===== config.mk =====
export PLATFORM = sky130hd
export DESIGN_NAME = port_a_b_alt_function_override
export DESIGN_NICKNAME = d
export VERILOG_FILES = /design/src/hw/pin_override_merge.v /design/src/hw/port_a_b_alt_function_override.v
export VERILOG_INCLUDE_DIRS = /design/src /design/src/hw
export SDC_FILE = /design/constraint.sdc
export NUM_CORES = 1
export LEC_CHECK = 0
export ABC_AREA = 0
export ABC_CLOCK_PERIOD_IN_PS = 800
export BUFFER_PORTS_ARGS = -buffer_cell sky130_fd_sc_hd__buf_2
export CAP_MARGIN = 20
export CORE_AREA = 2 2 59 61
export DETAILED_ROUTE_END_ITERATION = 12
export DIE_AREA = 0 0 61 63
export GPL_TIMING_DRIVEN = 0
export PLACE_DENSITY = 0.8
export SLEW_MARGIN = 5
export SYNTH_ARGS = -nofsm -noshare
export SYNTH_HDL_FRONTEND = slang
export SYNTH_SLANG_ARGS = --single-unit

===== constraint.sdc =====
create_clock -name vclk -period 0.8
set_input_delay 0.04 -clock vclk [all_inputs]
set_output_delay 0.04 -clock vclk [all_outputs]
set_load 0.01 [all_outputs]

===== src/hw/port_mux_consts.vh =====
// constants for the port a / port b alternate function override logic
// assumes inclusion by bare name from the design files under hw/
`ifndef PORT_MUX_CONSTS_VH
`define PORT_MUX_CONSTS_VH

// ----------------------------------------------------------------
// port widths and bit positions
// ----------------------------------------------------------------
`define PORTA_WIDTH 8
`define PORTB_HI_BIT 7
`define PORTB_LO_BIT 3
`define PORTB_SCK_BIT 7
`define PORTB_MISO_BIT 6
`define PORTB_MOSI_BIT 5
`define PORTB_SS_BIT 4
`define PORTB_OCA_BIT 3

// ----------------------------------------------------------------
// pin-change source numbering
// ----------------------------------------------------------------
`define PIN_CHANGE_PORTA_BASE 0
`define PIN_CHANGE_PORTB_BASE 11

// ----------------------------------------------------------------
// pull-up pattern {dir, out, pull-up disable} that turns the pull-up on
// ----------------------------------------------------------------
`define PULLUP_ON_PATTERN 3'h2

// ----------------------------------------------------------------
// constant override values
// ----------------------------------------------------------------
`define OVR_OFF 1'b0
`define OVR_ON 1'b1

`endif


===== src/hw/pin_override_merge.v =====
// per-pin merge of override signals with the port register bits
// assumes override signals come from peripherals in the same domain
`timescale 1ns/10ps
`include "port_mux_consts.vh"

module pin_override_merge #(
   parameter WIDTH = 8
) (
   input wire [WIDTH-1:0] pin_dir_bit_in,
   input wire [WIDTH-1:0] pin_out_bit_in,
   input wire global_pullup_disable_in,
   input wire sleep_clamp_in,
   input wire [WIDTH-1:0] pullup_override_en_in,
   input wire [WIDTH-1:0] pullup_override_val_in,
   input wire [WIDTH-1:0] dir_override_en_in,
   input wire [WIDTH-1:0] dir_override_val_in,
   input wire [WIDTH-1:0] value_override_en_in,
   input wire [WIDTH-1:0] value_override_val_in,
   input wire [WIDTH-1:0] din_enable_override_en_in,
   input wire [WIDTH-1:0] din_enable_override_val_in,
   output wire [WIDTH-1:0] pullup_out,
   output wire [WIDTH-1:0] drive_en_out,
   output wire [WIDTH-1:0] drive_val_out,
   output wire [WIDTH-1:0] din_en_out
);

   // ----------------------------------------------------------------
   // per-pin merge
   // ----------------------------------------------------------------
   genvar i;
   generate
      for (i = 0; i < WIDTH; i = i + 1) begin : g_pin
         assign pullup_out[i] = pullup_override_en_in[i] ? pullup_override_val_in[i] :
            ({pin_dir_bit_in[i], pin_out_bit_in[i], global_pullup_disable_in}
             == `PULLUP_ON_PATTERN);
         assign drive_en_out[i] = dir_override_en_in[i] ? dir_override_val_in[i] :
            pin_dir_bit_in[i];
         assign drive_val_out[i] = value_override_en_in[i] ? value_override_val_in[i] :
            pin_out_bit_in[i];
         assign din_en_out[i] = din_enable_override_en_in[i] ?
            din_enable_override_val_in[i] : ~sleep_clamp_in;
      end
   endgenerate

endmodule // pin_override_merge


===== src/hw/port_a_b_alt_function_override.v =====
// alternate function override network for port a and port b bits 7..3
// assumes port registers, spi, timer 0, adc and pin-change logic
// share the i/o clock; the network itself is combinational
`timescale 1ns/10ps
`include "port_mux_consts.vh"

module port_a_b_alt_function_override #(
   parameter PA_WIDTH = `PORTA_WIDTH
) (
   input wire ref_clk_in,
   input wire srst_in,
   input wire global_pullup_disable_in,
   input wire sleep_clamp_in,
   input wire [PA_WIDTH-1:0] porta_dir_in,
   input wire [PA_WIDTH-1:0] porta_out_in,
   input wire [PA_WIDTH-1:0] porta_pad_in,
   input wire [PA_WIDTH-1:0] pin_change_mask_porta_in,
   input wire pin_change_group0_en_in,
   input wire [PA_WIDTH-1:0] adc_din_disable_bit_in,
   input wire [7:3] portb_dir_in,
   input wire [7:3] portb_out_in,
   input wire [7:3] portb_pad_in,
   input wire [7:3] pin_change_mask_portb_in,
   input wire pin_change_group1_en_in,
   input wire spi_enable_in,
   input wire spi_master_in,
   input wire spi_sck_drive_in,
   input wire spi_master_data_drive_in,
   input wire spi_slave_data_drive_in,
   input wire timer0_compare_a_en_in,
   input wire timer0_compare_a_out_in,
   input wire timer0_compare_b_en_in,
   input wire timer0_compare_b_out_in,
   output wire [PA_WIDTH-1:0] porta_pullup_out,
   output wire [PA_WIDTH-1:0] porta_drive_en_out,
   output wire [PA_WIDTH-1:0] porta_drive_val_out,
   output wire [PA_WIDTH-1:0] porta_din_en_out,
   output wire [7:3] portb_pullup_out,
   output wire [7:3] portb_drive_en_out,
   output wire [7:3] portb_drive_val_out,
   output wire [7:3] portb_din_en_out,
   output wire [PA_WIDTH-1:0] adc_channel_out,
   output wire [PA_WIDTH-1:0] pin_change_src_porta_out,
   output wire [4:0] pin_change_src_portb_out,
   output wire spi_sck_sense_out,
   output wire spi_master_data_sense_out,
   output wire spi_slave_data_sense_out,
   output wire spi_slave_select_n_out,
   output wire spi_slave_active_out,
   output wire comparator_neg_out
);

   // ----------------------------------------------------------------
   // spi mode decode
   // ----------------------------------------------------------------
   // force-input condition for a pin that the spi turns round
   function force_input;
      input enable;
      input master;
      input input_in_master;
      begin
         force_input = enable & (master == input_in_master);
      end
   endfunction

   wire spi_master_mode;
   wire spi_slave_mode;
   assign spi_master_mode = spi_enable_in & spi_master_in;
   assign spi_slave_mode = spi_enable_in & ~spi_master_in;

   // ----------------------------------------------------------------
   // port a override signals
   // ----------------------------------------------------------------
   wire [PA_WIDTH-1:0] pa_pullup_override_en;
   wire [PA_WIDTH-1:0] pa_pullup_override_val;
   wire [PA_WIDTH-1:0] pa_dir_override_en;
   wire [PA_WIDTH-1:0] pa_dir_override_val;
   wire [PA_WIDTH-1:0] pa_value_override_en;
   wire [PA_WIDTH-1:0] pa_value_override_val;
   wire [PA_WIDTH-1:0] pa_din_enable_override_en;
   wire [PA_WIDTH-1:0] pa_din_enable_override_val;

   genvar n;
   generate
      for (n = 0; n < PA_WIDTH; n = n + 1) begin : g_pa
         assign pa_pullup_override_en[n] = `OVR_OFF;
         assign pa_pullup_override_val[n] = `OVR_OFF;
         assign pa_dir_override_en[n] = `OVR_OFF;
         assign pa_dir_override_val[n] = `OVR_OFF;
         assign pa_value_override_en[n] = `OVR_OFF;
         assign pa_value_override_val[n] = `OVR_OFF;
         assign pa_din_enable_override_val[n] =
            pin_change_mask_porta_in[n] & pin_change_group0_en_in;
         assign pa_din_enable_override_en[n] =
            pa_din_enable_override_val[n] | adc_din_disable_bit_in[n];
      end
   endgenerate

   // ----------------------------------------------------------------
   // port b override signals, bits 7..3
   // ----------------------------------------------------------------
   wire sck_forced;
   wire miso_forced;
   wire mosi_forced;
   wire ss_forced;
   // master leaves clock to dir bit
   assign sck_forced = force_input(spi_enable_in, spi_master_in, `OVR_OFF);
   // slave leaves miso to dir bit
   assign miso_forced = force_input(spi_enable_in, spi_master_in, `OVR_ON);
   // master leaves mosi to dir bit
   assign mosi_forced = force_input(spi_enable_in, spi_master_in, `OVR_OFF);
   // master leaves select to dir bit
   assign ss_forced = force_input(spi_enable_in, spi_master_in, `OVR_OFF);

   wire [7:3] pb_forced;
   assign pb_forced = {sck_forced, miso_forced, mosi_forced, ss_forced, `OVR_OFF};

   wire [7:3] pb_pullup_override_en;
   wire [7:3] pb_pullup_override_val;
   wire [7:3] pb_dir_override_en;
   wire [7:3] pb_dir_override_val;
   wire [7:3] pb_value_override_en;
   wire [7:3] pb_value_override_val;
   wire [7:3] pb_din_enable_override_en;
   wire [7:3] pb_din_enable_override_val;

   genvar b;
   generate
      for (b = `PORTB_LO_BIT; b <= `PORTB_HI_BIT; b = b + 1) begin : g_pb
         assign pb_pullup_override_en[b] = pb_forced[b];
         assign pb_pullup_override_val[b] = portb_out_in[b] & ~global_pullup_disable_in;
         // forced pins turn the driver off
         assign pb_dir_override_en[b] = pb_forced[b];
         assign pb_dir_override_val[b] = `OVR_OFF;
         assign pb_din_enable_override_en[b] =
            pin_change_mask_portb_in[b] & pin_change_group1_en_in;
         assign pb_din_enable_override_val[b] = `OVR_ON;
      end
   endgenerate

   // ----------------------------------------------------------------
   // port b value overrides
   // ----------------------------------------------------------------
   // spi lines drive the pin only where the spi owns the output
   assign pb_value_override_en[`PORTB_SCK_BIT] = spi_master_mode;
   assign pb_value_override_val[`PORTB_SCK_BIT] = spi_sck_drive_in;
   assign pb_value_override_en[`PORTB_MISO_BIT] = spi_slave_mode;
   assign pb_value_override_val[`PORTB_MISO_BIT] = spi_slave_data_drive_in;
   assign pb_value_override_en[`PORTB_MOSI_BIT] = spi_master_mode;
   assign pb_value_override_val[`PORTB_MOSI_BIT] = spi_master_data_drive_in;
   assign pb_value_override_en[`PORTB_SS_BIT] = timer0_compare_b_en_in;
   assign pb_value_override_val[`PORTB_SS_BIT] = timer0_compare_b_out_in;
   assign pb_value_override_en[`PORTB_OCA_BIT] = timer0_compare_a_en_in;
   assign pb_value_override_val[`PORTB_OCA_BIT] = timer0_compare_a_out_in;

   // ----------------------------------------------------------------
   // merge with port registers
   // ----------------------------------------------------------------
   // no storage in the path
   pin_override_merge #(
      .WIDTH(PA_WIDTH)
   ) u_merge_a (
      .pin_dir_bit_in(porta_dir_in),
      .pin_out_bit_in(porta_out_in),
      .global_pullup_disable_in(global_pullup_disable_in),
      .sleep_clamp_in(sleep_clamp_in),
      .pullup_override_en_in(pa_pullup_override_en),
      .pullup_override_val_in(pa_pullup_override_val),
      .dir_override_en_in(pa_dir_override_en),
      .dir_override_val_in(pa_dir_override_val),
      .value_override_en_in(pa_value_override_en),
      .value_override_val_in(pa_value_override_val),
      .din_enable_override_en_in(pa_din_enable_override_en),
      .din_enable_override_val_in(pa_din_enable_override_val),
      .pullup_out(porta_pullup_out),
      .drive_en_out(porta_drive_en_out),
      .drive_val_out(porta_drive_val_out),
      .din_en_out(porta_din_en_out)
   );

   pin_override_merge #(
      .WIDTH(5)
   ) u_merge_b (
      .pin_dir_bit_in(portb_dir_in),
      .pin_out_bit_in(portb_out_in),
      .global_pullup_disable_in(global_pullup_disable_in),
      .sleep_clamp_in(sleep_clamp_in),
      .pullup_override_en_in(pb_pullup_override_en),
      .pullup_override_val_in(pb_pullup_override_val),
      .dir_override_en_in(pb_dir_override_en),
      .dir_override_val_in(pb_dir_override_val),
      .value_override_en_in(pb_value_override_en),
      .value_override_val_in(pb_value_override_val),
      .din_enable_override_en_in(pb_din_enable_override_en),
      .din_enable_override_val_in(pb_din_enable_override_val),
      .pullup_out(portb_pullup_out),
      .drive_en_out(portb_drive_en_out),
      .drive_val_out(portb_drive_val_out),
      .din_en_out(portb_din_en_out)
   );

   // ----------------------------------------------------------------
   // inputs to the peripherals
   // ----------------------------------------------------------------
   // a disabled input buffer clamps the digital input low
   wire [PA_WIDTH-1:0] pa_alt_digital_in;
   wire [7:3] pb_alt_digital_in;
   assign pa_alt_digital_in = porta_pad_in & porta_din_en_out;
   assign pb_alt_digital_in = portb_pad_in & portb_din_en_out;

   assign adc_channel_out = porta_pad_in;
   assign pin_change_src_porta_out = pa_alt_digital_in;
   assign pin_change_src_portb_out = pb_alt_digital_in[7:3];

   assign spi_sck_sense_out = pb_alt_digital_in[`PORTB_SCK_BIT];
   assign spi_master_data_sense_out = pb_alt_digital_in[`PORTB_MISO_BIT];
   assign spi_slave_data_sense_out = pb_alt_digital_in[`PORTB_MOSI_BIT];
   assign spi_slave_select_n_out = pb_alt_digital_in[`PORTB_SS_BIT];
   assign spi_slave_active_out = spi_slave_mode & ~pb_alt_digital_in[`PORTB_SS_BIT];
   assign comparator_neg_out = portb_pad_in[`PORTB_OCA_BIT];

endmodule // port_a_b_alt_function_override


# Word-level counts from Yosys, hierarchy flattened
# Index checks and enable logic that the tools add are counted.
# totals
input_bits	75
reg_bits	0
wordCells	73
output_inout_bits	79
# op_classes
bitwise	34
muxes	26
n_eq_ne	13
# op_table
op	count
$eq 3x2->1 const B	13
$mux 1	26
$and 1x1->1	20
$and 8x8->8	1
$or 1x1->1	8
$and 5x5->5	1
$not 1->1	4

# Depth between registers and ports, before layout
# Gate-level depths: netlist (run 1).
# logic_depth
ltp_word	5
depth_mapped	4
mapped_depth_nobuf	2

# Cells and area by module
# From an unflattened synthesis (run 1), not the netlist that was laid out.
# hier_totals
hier_cells	162
area_unflattened_um2	1036.0
# by_module_without_submodules
module	area_each_um2	n_inst	seq_area_each_um2	cells_per_inst
pin_override_merge (u_merge_a)	431.7	1	0.0	65
port_a_b_alt_function_override	379.1	1	0.0	57
pin_override_merge (u_merge_b)	225.2	1	0.0	40

# Worst setup path after synthesis (run 1)
# Ideal clock, no wire load.
# synth_timing
path_kind	input -> output
startpoint	input port sleep_clamp_in
endpoint	output port pin_change_src_portb_out[2]
stages	4
t_arrival_ns	0.860
path_buffers	3
slack_ns	-0.100
t_required_ns	0.760
cell_sequence	buf_4 buf_6 a21boi_0 buf_4
# synth_between
elab_chain_cells	3
# synth_lines
item	line_no	rtl
start, declared	port_a_b_alt_function_override.v:13	input wire sleep_clamp_in,
$not 1->1	pin_override_merge.v:41	din_enable_override_val_in[i] : ~sleep_clamp_in;
$mux 1	pin_override_merge.v:40	assign din_en_out[i] = din_enable_override_en_in[i] ?
$and 5x5->5	port_a_b_alt_function_override.v:209	assign pb_alt_digital_in = portb_pad_in & portb_din_en_out;
end, declared	port_a_b_alt_function_override.v:44	output wire [4:0] pin_change_src_portb_out,
# Every way passes these cells.

# Worst setup path after layout (run 1)
# layout_timing
startpoint	input port sleep_clamp_in
endpoint	output port pin_change_src_portb_out[1]
# Same word-level chain as after synthesis.

==> out/results.tsv, run 1 <==
metric	value	unit
synth_nets	168	
synthAdderAreaFrac	0	
ys_seq_area_frac	0	
max-vdd-ir-drop	0.2038	mV
synth_compound_area_frac	0.2435	
p_sw	0.3880	mW
synthToLayoutAreaGrowth	117.6	%
seqCellArea	0	um2
instances_no_fill	287	
detail-route-antenna-nets	0	
yosys.area_share.simple	0.3061	
synth_largest_type_area_fraction	0.3235	
internal_power	0.5102	mW
avgSynthCellArea	7.736	um2
finalPower	0.8982	mW
viasPerCell	4.073	
fp.dieW	61	um
post_cts_buffers	0	
synth.area.mux_share	0.08348	
cp.required	760	ps
detail_route.wirelength	2845	um
die_area	0.003843	mm2
swShare	0.4320	
min_path_type	in2out	
final.period_utilization	0.9668	
setup_viol	0	
utilization	0.4843	
dieHeight	63	um
synth_area_leaders	buf_4 32%, nor3b_1 10%, and2_1 7.8%	
syn_area	719.4	um2
drc_errors	0	
fillers	339	
end_kind	output pin	
p_leak	0.9587	nW
maxCapViolCount	0	
yosysUniqueCellTypes	17	
grt.total_usage	0.1336	
routedWlPerCell	9.913	um
multi_input_area	470.5	um2
fin_crit	773.5	ps
hold_buffers	0	
drt_iter0_drc	4	
rows	21	
grt_max_degree	14	
drtPass1Iterations	3	
crit_type	in2out	
fin_nets	318	
grt_pass1_vias	1055	
start_util	0.2226	
slew_viol_final	0	
cp-start-kind	input pin	
stdcell_area	0.001565	mm2
cp_data_arrival_time	730	ps
p_clk_frac	0	
pwr-share-seq	0	
slew_headroom	0.8458	
critPathMaxFanout	8	
yosysTopAreaCell	buf_4	
clkbuf_count	0	
grt_setup_unrepaired	false	
pre_cts_slack	-96.81	ps
dp_cells	289	
synth_xor_area_frac	0	
place_congestion	0.7333	
crit_start	sleep_clamp_in	
synth_cells	93	
dp_hpwl	2631	um
antenna_found_initial	0	
drive_gt1_frac	0.8216	
gr-total-overflow	0	
coreArea	0.003232	mm2
io_pins	154	
hold_viol	0	
vias	1169	
diodes	0	
yosysWarnings	0	
status	finished clean	
synth_top_family_by_area	buffers and inverters	
min_from	porta_dir_in[5]	
fmax	1293	MHz
seq_cell_count	0	
io_buffers	150	
power_density	573.9	mW/mm2
comb_power_share	1.000	
place_area	0.001528	mm2
timing.final.ws_setup	26.54	ps
worstMarginPinSlew	229.2	ps
grt_pass1_wl	4222	um
[worst max-delay path: stages]
cell     delay, ps
buf_12          90
a21bo_4        230
and2_4         140
buf_4          130
buf_6          110
[final cells by class]
type	instances	share of cell area
Multi-Input combinational cell	58	0.3006
Tap cell	46	0.03677
Timing Repair Buffer	150	0.4956
Buffer	33	0.1671
[power by group through the flow]
| stage | Sequential [mW] | Combinational [mW] | Clock, mW |
|---|---|---|---|
| after floorplan | 0 | 0.445 | 0 |
| final | 0 | 0.898 | 0 |
| after detailed placement | 0 | 0.880 | 0 |
| after CTS | 0 | 0.893 | 0 |
| after global routing | 0 | 0.986 | 0 |
| after global placement | 0 | 0.868 | 0 |
[synth_stat cells (all sizes together)]
library cell  count
buf              34
a21bo             1
nor3b            10
mux2              5
a21boi            5
clkbuf            1
nand2b            4
nand2             9
and2             12
o2bb2ai           8
a21oi             4
[cell families after synthesis]
kind of cell / Yosys count
AOI/OAI and AO/OA: 18
buffers and inverters: 35
muxes: 5
and+or+nand+nor: 35
[layout by cell type, fill, tap and decap left out, types with 2 or more instances in the layout]
master     count
buf_2        147
o2bb2ai_4      2
nand2b_1       3
mux2_2         4
a21boi_0       2
buf_6          5
and2_2         3
a21boi_1       2
nand2_1        8
a21oi_1        4
nor3b_1       10
and2_1         8
o2bb2ai_1      6
buf_4         30
[what timing repair did]
item                       CTS  global route
setup endpoints to repair   16             4
resized for setup            8             9
pin swaps                    0             2
[stage by stage]
| stage | setup TNS, ps | hold WS (ps) |
|---|---|---|
| 5_1_grt | 0 | 341.6 |
| 3_5_place_dp | -580.1 | 334.4 |
| 2_1_floorplan | -300.1 | 129.5 |
| 4_1_cts | -28.37 | 334.5 |
| 3_3_place_gp | -344.5 | 328.9 |
| 6_report | 0 | 331.0 |
[path summary, 6_finish.rpt]
| kind | end | slack (ps) | depth (start not counted) |
|---|---|---|---|
| setup / recovery | pin_change_src_portb_out[1] | 30 | 5 |
| hold / removal | porta_pullup_out[5] | 330 | 3 |
[metal layers]
layer | vias up | wire [um] | GRT usage
met5 | - | 0 | 0
met4 | 0 | 14 | 0.01359
met3 | 2 | 319 | 0.01035
met2 | 92 | 1531 | 0.2917
met1 | 491 | 980 | 0.1268
li1 | 584 | - | -
(Power assumes the default switching activity.)
==> run 2: changes to the inputs <==
CELL_PAD_IN_SITES_DETAIL_PLACEMENT = 1   (was default)
CELL_PAD_IN_SITES_GLOBAL_PLACEMENT = 2   (was default)
CORE_AREA = default   (was 2 2 59 61)
CORE_ASPECT_RATIO = 1.4   (was default)
CORE_UTILIZATION = 10   (was default)
DIE_AREA = default   (was 0 0 61 63)
PLACE_DENSITY = default   (was 0.8)
PLACE_DENSITY_LB_ADDON = 0.1   (was default)
==> run 2 against run 1 <==
Compared with the run above:
- largest cell class unchanged
- non-clock buffer count up 1
- core utilization fell by 25 points
- critical endpoint unchanged
- critical path depth unchanged
- first-iteration DRC count rose by 75%
- via count grew 3.7%
==> out/results.tsv, run 2 (synthesized netlist as in run 1, its figures left out) <==
metric	value	unit	change
status	finished clean		
cp.required	760	ps	about the same
dp_hpwl	3324	um	+26%
end_kind	output pin		
max-vdd-ir-drop	0.1304	mV	-36%
hold_viol	0		unchanged
crit_type	in2out		
cp-start-kind	input pin		
finalPower	0.9165	mW	+2.0%
diodes	0		unchanged
crit_start	sleep_clamp_in		
coreArea	0.006982	mm2	+120%
setup_viol	0		unchanged
gr-total-overflow	0		unchanged
setup_tns	0	ps	unchanged
cp_data_arrival_time	740	ps	about the same
wl_met3	468	um	+47%
utilization	0.2349		-0.2494
cp_slowest_cell	a21bo_4		
viasPerCell	3.596		-12%
grt_pass1_wl	4685	um	+11%
start_util	0.1030		-0.1196
min_path_type	in2out		
p_leak	0.9655	nW	+0.71%
hold_buffers	0		unchanged
fp.dieW	73.69	um	+21%
final.period_utilization	0.9799		+0.01312
detail_route.wirelength	3478	um	+22%
mostFrequentLayoutCells	146 x buf_2, 31 x buf_4, 10 x nor3b_1		
rows	36		+71%
power_density	558.7	mW/mm2	-2.6%
fin_nets	319		+0.31%
routed-wl-met2	1902	um	+24%
dieHeight	102.4	um	+62%
antenna_found_initial	0		unchanged
seqCellArea	0	um2	unchanged
path_cells	buf_12 > a21bo_4 > and2_4 > buf_4 > buf_6		
synthToLayoutAreaGrowth	128.0	%	
drive_gt1_frac	0.8223		about the same
drc_errors	0		unchanged
fillers	914		+170%
multi_input_area	470.5	um2	unchanged
layout_commonest_cell	buf_2		
detail-route-antenna-nets	0		unchanged
hold_slack	330.3	ps	-0.7730 ps
drtPass1Iterations	2		-1
vias	1212		+3.7%
wl_met1	1060	um	+8.2%
fin_crit	784.0	ps	+10.49 ps
place_congestion	0.6860		-6.5%
slew_headroom	0.8295		-0.01626
slew_viol_final	0		unchanged
top_layer	met4		
drt_iter0_drc	7		+3
grt.total_usage	0.07633		-0.05727
min_from	porta_dir_in[6]		
seq_cell_count	0		unchanged
fmax	1276	MHz	-1.3%
grt_pass1_vias	1103		+4.5%
io_buffers	150		unchanged
dp_cells	338		+17%
max_stage_delay	230	ps	about the same
grt_setup_unrepaired	true		
critPathMaxFanout	7		-1
grt_max_degree	14		unchanged
routedWlPerCell	10.32	um	+4.1%
worstMarginPinSlew	255.7	ps	+26.45 ps
clkbuf_count	0		unchanged
io_pins	154		unchanged
maxCapViolCount	0		unchanged
worstHoldPathCells	3		unchanged
die_area	0.007542	mm2	+96%
instances_no_fill	337		+17%
run 2: cell types whose count changed in the layout (fill, tap and decap cells not counted):
cell | before | now
buf_2 | 147 | 146
buf_4 | 30 | 31
buf_6 | 5 | 4
buf_8 | 0 | 1
clkbuf_4 | 0 | 1
run 2: final cells by class:
cell class	count	share of cell area
buffer	33	0.1609
multi-input combinational	58	0.2868
tap	95	0.07246
timing repair buffer	151	0.4798
run 2: final timing paths:
check / to / slack [ps]
setup / recovery: pin_change_src_portb_out[1] / 20
hold / removal: porta_pullup_out[6] / 330
run 2: worst max-delay path, delay by kind of cell:
| kind | cells | cell delay, ps |
|---|---|---|
| simple gates | 1 | 150 |
| compound gates | 1 | 230 |
| buf+inv | 3 | 320 |
run 2: metal layers:
metal	vias up	GRT usage
met5	-	0
met4	0	0.01036
met3	4	0.01775
met2	107	0.1715
met1	515	0.06467
li1	586	-
run 2: per-stage QoR:
stage          instance area, um2  setup slack, ps
3_3_place_gp                 1589           -172.4
2_1_floorplan               719.4           -100.0
5_1_grt                      1640           -2.701
4_1_cts                      1624            5.706
3_5_place_dp                 1589           -168.5
6_report                     1640            16.05
run 2: where the power goes:
| part | leakage (nW) | switching, mW | internal, mW |
|---|---|---|---|
| clock network | 0 | 0 | 0 |
| registers | 0 | 0 | 0 |
| logic | 0.966 | 0.400 | 0.517 |
| total | 0.966 | 0.400 | 0.517 |
run 2: repair_timing:
item,4_1_cts,5_1_grt
pin swaps,1,1
buffers inserted,0,1
cloned,0,0
gates resized for setup,15,3
endpoints found under the setup margin,16,4
==> run 3: changes to the inputs <==
CORE_UTILIZATION = 11   (was 10)
SYNTH_HIERARCHICAL = 1   (was default)
==> run 3 against run 2 <==
Compared with the run above:
- the flow now finishes with violations (design-rule violations, negative setup slack)
- final cell count up 49%
- design area rose by 64%
- die area up 30%
- wire length is 38% higher
- critical path type unchanged
- highest routed layer unchanged
==> out/results.tsv, run 3 <==
metric	value	unit	change
avgSynthCellArea	6.395	um2	-17%
finalPower	1.434	mW	+56%
dieHeight	116.8	um	+14%
fin_nets	473		+48%
status	finished, violations left		
top_layer	met4		
fin_crit	988.4	ps	+204.5 ps
rows	41		+14%
start_util	0.1141		+0.01105
drtPass1Iterations	7		+5
seq_cell_count	0		unchanged
routedWlPerCell	9.567	um	-7.3%
diodes	0		unchanged
cp-start-kind	input pin		
vias	1816		+50%
hold_viol	0		unchanged
synth_common_cells	39 x nand2_1, 19 x and2_1, 14 x o21ai_0		
coreArea	0.009080	mm2	+30%
ys_seq_area_frac	0		unchanged
power_density	534.6	mW/mm2	-4.3%
end_kind	output pin		
crit_buf_inv	2		-1
drc_errors	14		+14
violations	design-rule violations, negative setup slack		
die_area	0.009816	mm2	+30%
io_buffers	152		+1.3%
hold_buffers	0		unchanged
yosysTopAreaCell	mux2_2		
cp_top_family	simple AND/OR/NAND/NOR gates		
pre_cts_slack	-355.7	ps	-187.2 ps
synth_cells	162		+74%
setup_viol	24		+24
timing.final.ws_setup	-188.4	ps	-204.5 ps
grt_pass1_wl	7065	um	+51%
grt.total_usage	0.08492		+0.008583
p_leak	1.536	nW	+59%
min_path_type	in2out		
maxCapViolCount	0		unchanged
wl_met1	1543	um	+46%
grt_setup_unrepaired	true		
synth_area_leaders	mux2_2 14%, nand2_1 14%, o41ai_2 13%		
slew_viol_final	0		unchanged
drive_gt1_frac	0.6364		-0.1860
max-vdd-ir-drop	0.2591	mV	+99%
synth_most_common_cell	nand2_1		
syn_area	0.001036	mm2	+44%
yosysUniqueCellTypes	15		-2
seqCellArea	0	um2	unchanged
antenna_found_initial	0		unchanged
max_stage_delay	250	ps	+20 ps
detail-route-antenna-nets	0		unchanged
yosysWarnings	6		+6
cp.required	760	ps	about the same
routed-wl-met2	2784	um	+46%
cp_slowest_cell	or2_4		
fp.dieW	84.02	um	+14%
detail_route.wirelength	4812	um	+38%
crit_type	in2out		
clkbuf_count	0		unchanged
fmax	1012	MHz	-21%
mostFrequentLayoutCells	127 x buf_2, 77 x conb_1, 29 x nand2_1		
synthToLayoutAreaGrowth	158.9	%	
drt_iter0_drc	29		+22
viasPerCell	3.610		+0.39%
place_congestion	0.7183		+4.7%
gr-total-overflow	0		unchanged
wl_met3	451	um	-3.6%
layout_commonest_cell	buf_2		
io_pins	154		unchanged
fillers	1209		+32%
grt_max_degree	14		unchanged
grt_pass1_vias	1714		+55%
cpMostUsedCell	and2_4		
path_cells	buf_12 > and2_4 > or2_4 > o21ai_4 > and2_4 > buf_6		
synth_largest_type_area_fraction	0.1413		-0.1822
utilization	0.2954		+0.06049
final.period_utilization	1.236		+0.2556
critPathMaxFanout	8		+1
cp_data_arrival_time	950	ps	+210 ps
dp_hpwl	4194	um	+26%
[run 3: cell types whose count changed after synthesis, sizes merged, moves of 10 or more]
cell,before,now
nand2,9,39
o21ai,0,26
buf,34,14
and2,12,27
inv,0,13
o41ai,0,13
nor3b,10,0
[run 3: stage by stage]
| step | cell area [um2] | hold slack, ps | cells | setup TNS, ps |
|---|---|---|---|---|
| floorplan | 1378 | 136.9 | 237 | -312.5 |
| global placement | 2272 | 355.3 | 496 | -7591 |
| detailed placement | 2272 | 356.1 | 496 | -7814 |
| CTS | 2520 | 357.8 | 498 | -2928 |
| global route | 2683 | 370.8 | 503 | -3224 |
| finish | 2683 | 353.5 | 503 | -2308 |
[run 3: timing repair]
action	4_1_cts	5_1_grt
buffers inserted	5	6
resized for setup	60	34
endpoints found under the setup margin	45	31
pin swaps	34	19
[run 3: final timing paths]
path | endpoint | cells after the start | slack (ps) | from
hold / removal | portb_pullup_out[3] | 3 | 350 | portb_dir_in[3]
setup / recovery | pin_change_src_porta_out[2] | 6 | -190 | pin_change_group0_en_in
[run 3: cell type report]
class | count | area [um2] | area share
multi-input cells | 210 | 1369 | 0.5103
plain buffers | 11 | 98.84 | 0.03685
well taps | 107 | 133.9 | 0.04991
inverters | 13 | 48.80 | 0.01819
repair buffers | 162 | 1032 | 0.3848
[run 3: layer usage]
layer | up-vias | global-route usage
met5 | - | 0
li1 | 934 | -
met1 | 793 | 0.08161
met4 | 0 | 0
met3 | 2 | 0.01683
met2 | 87 | 0.1918
[run 3: where the power goes]
part	internal (mW)	switching, mW	total [mW]
combinational	0.787	0.647	1.43
clock	0	0	0
sequential	0	0	0
[run 3: kinds of logic after synthesis]
logic type	synth area share
other	0.007249
buffers and inverters	0.1522
and+or+nand+nor	0.4058
muxes	0.1413
AOI/OAI and AO/OA	0.2935
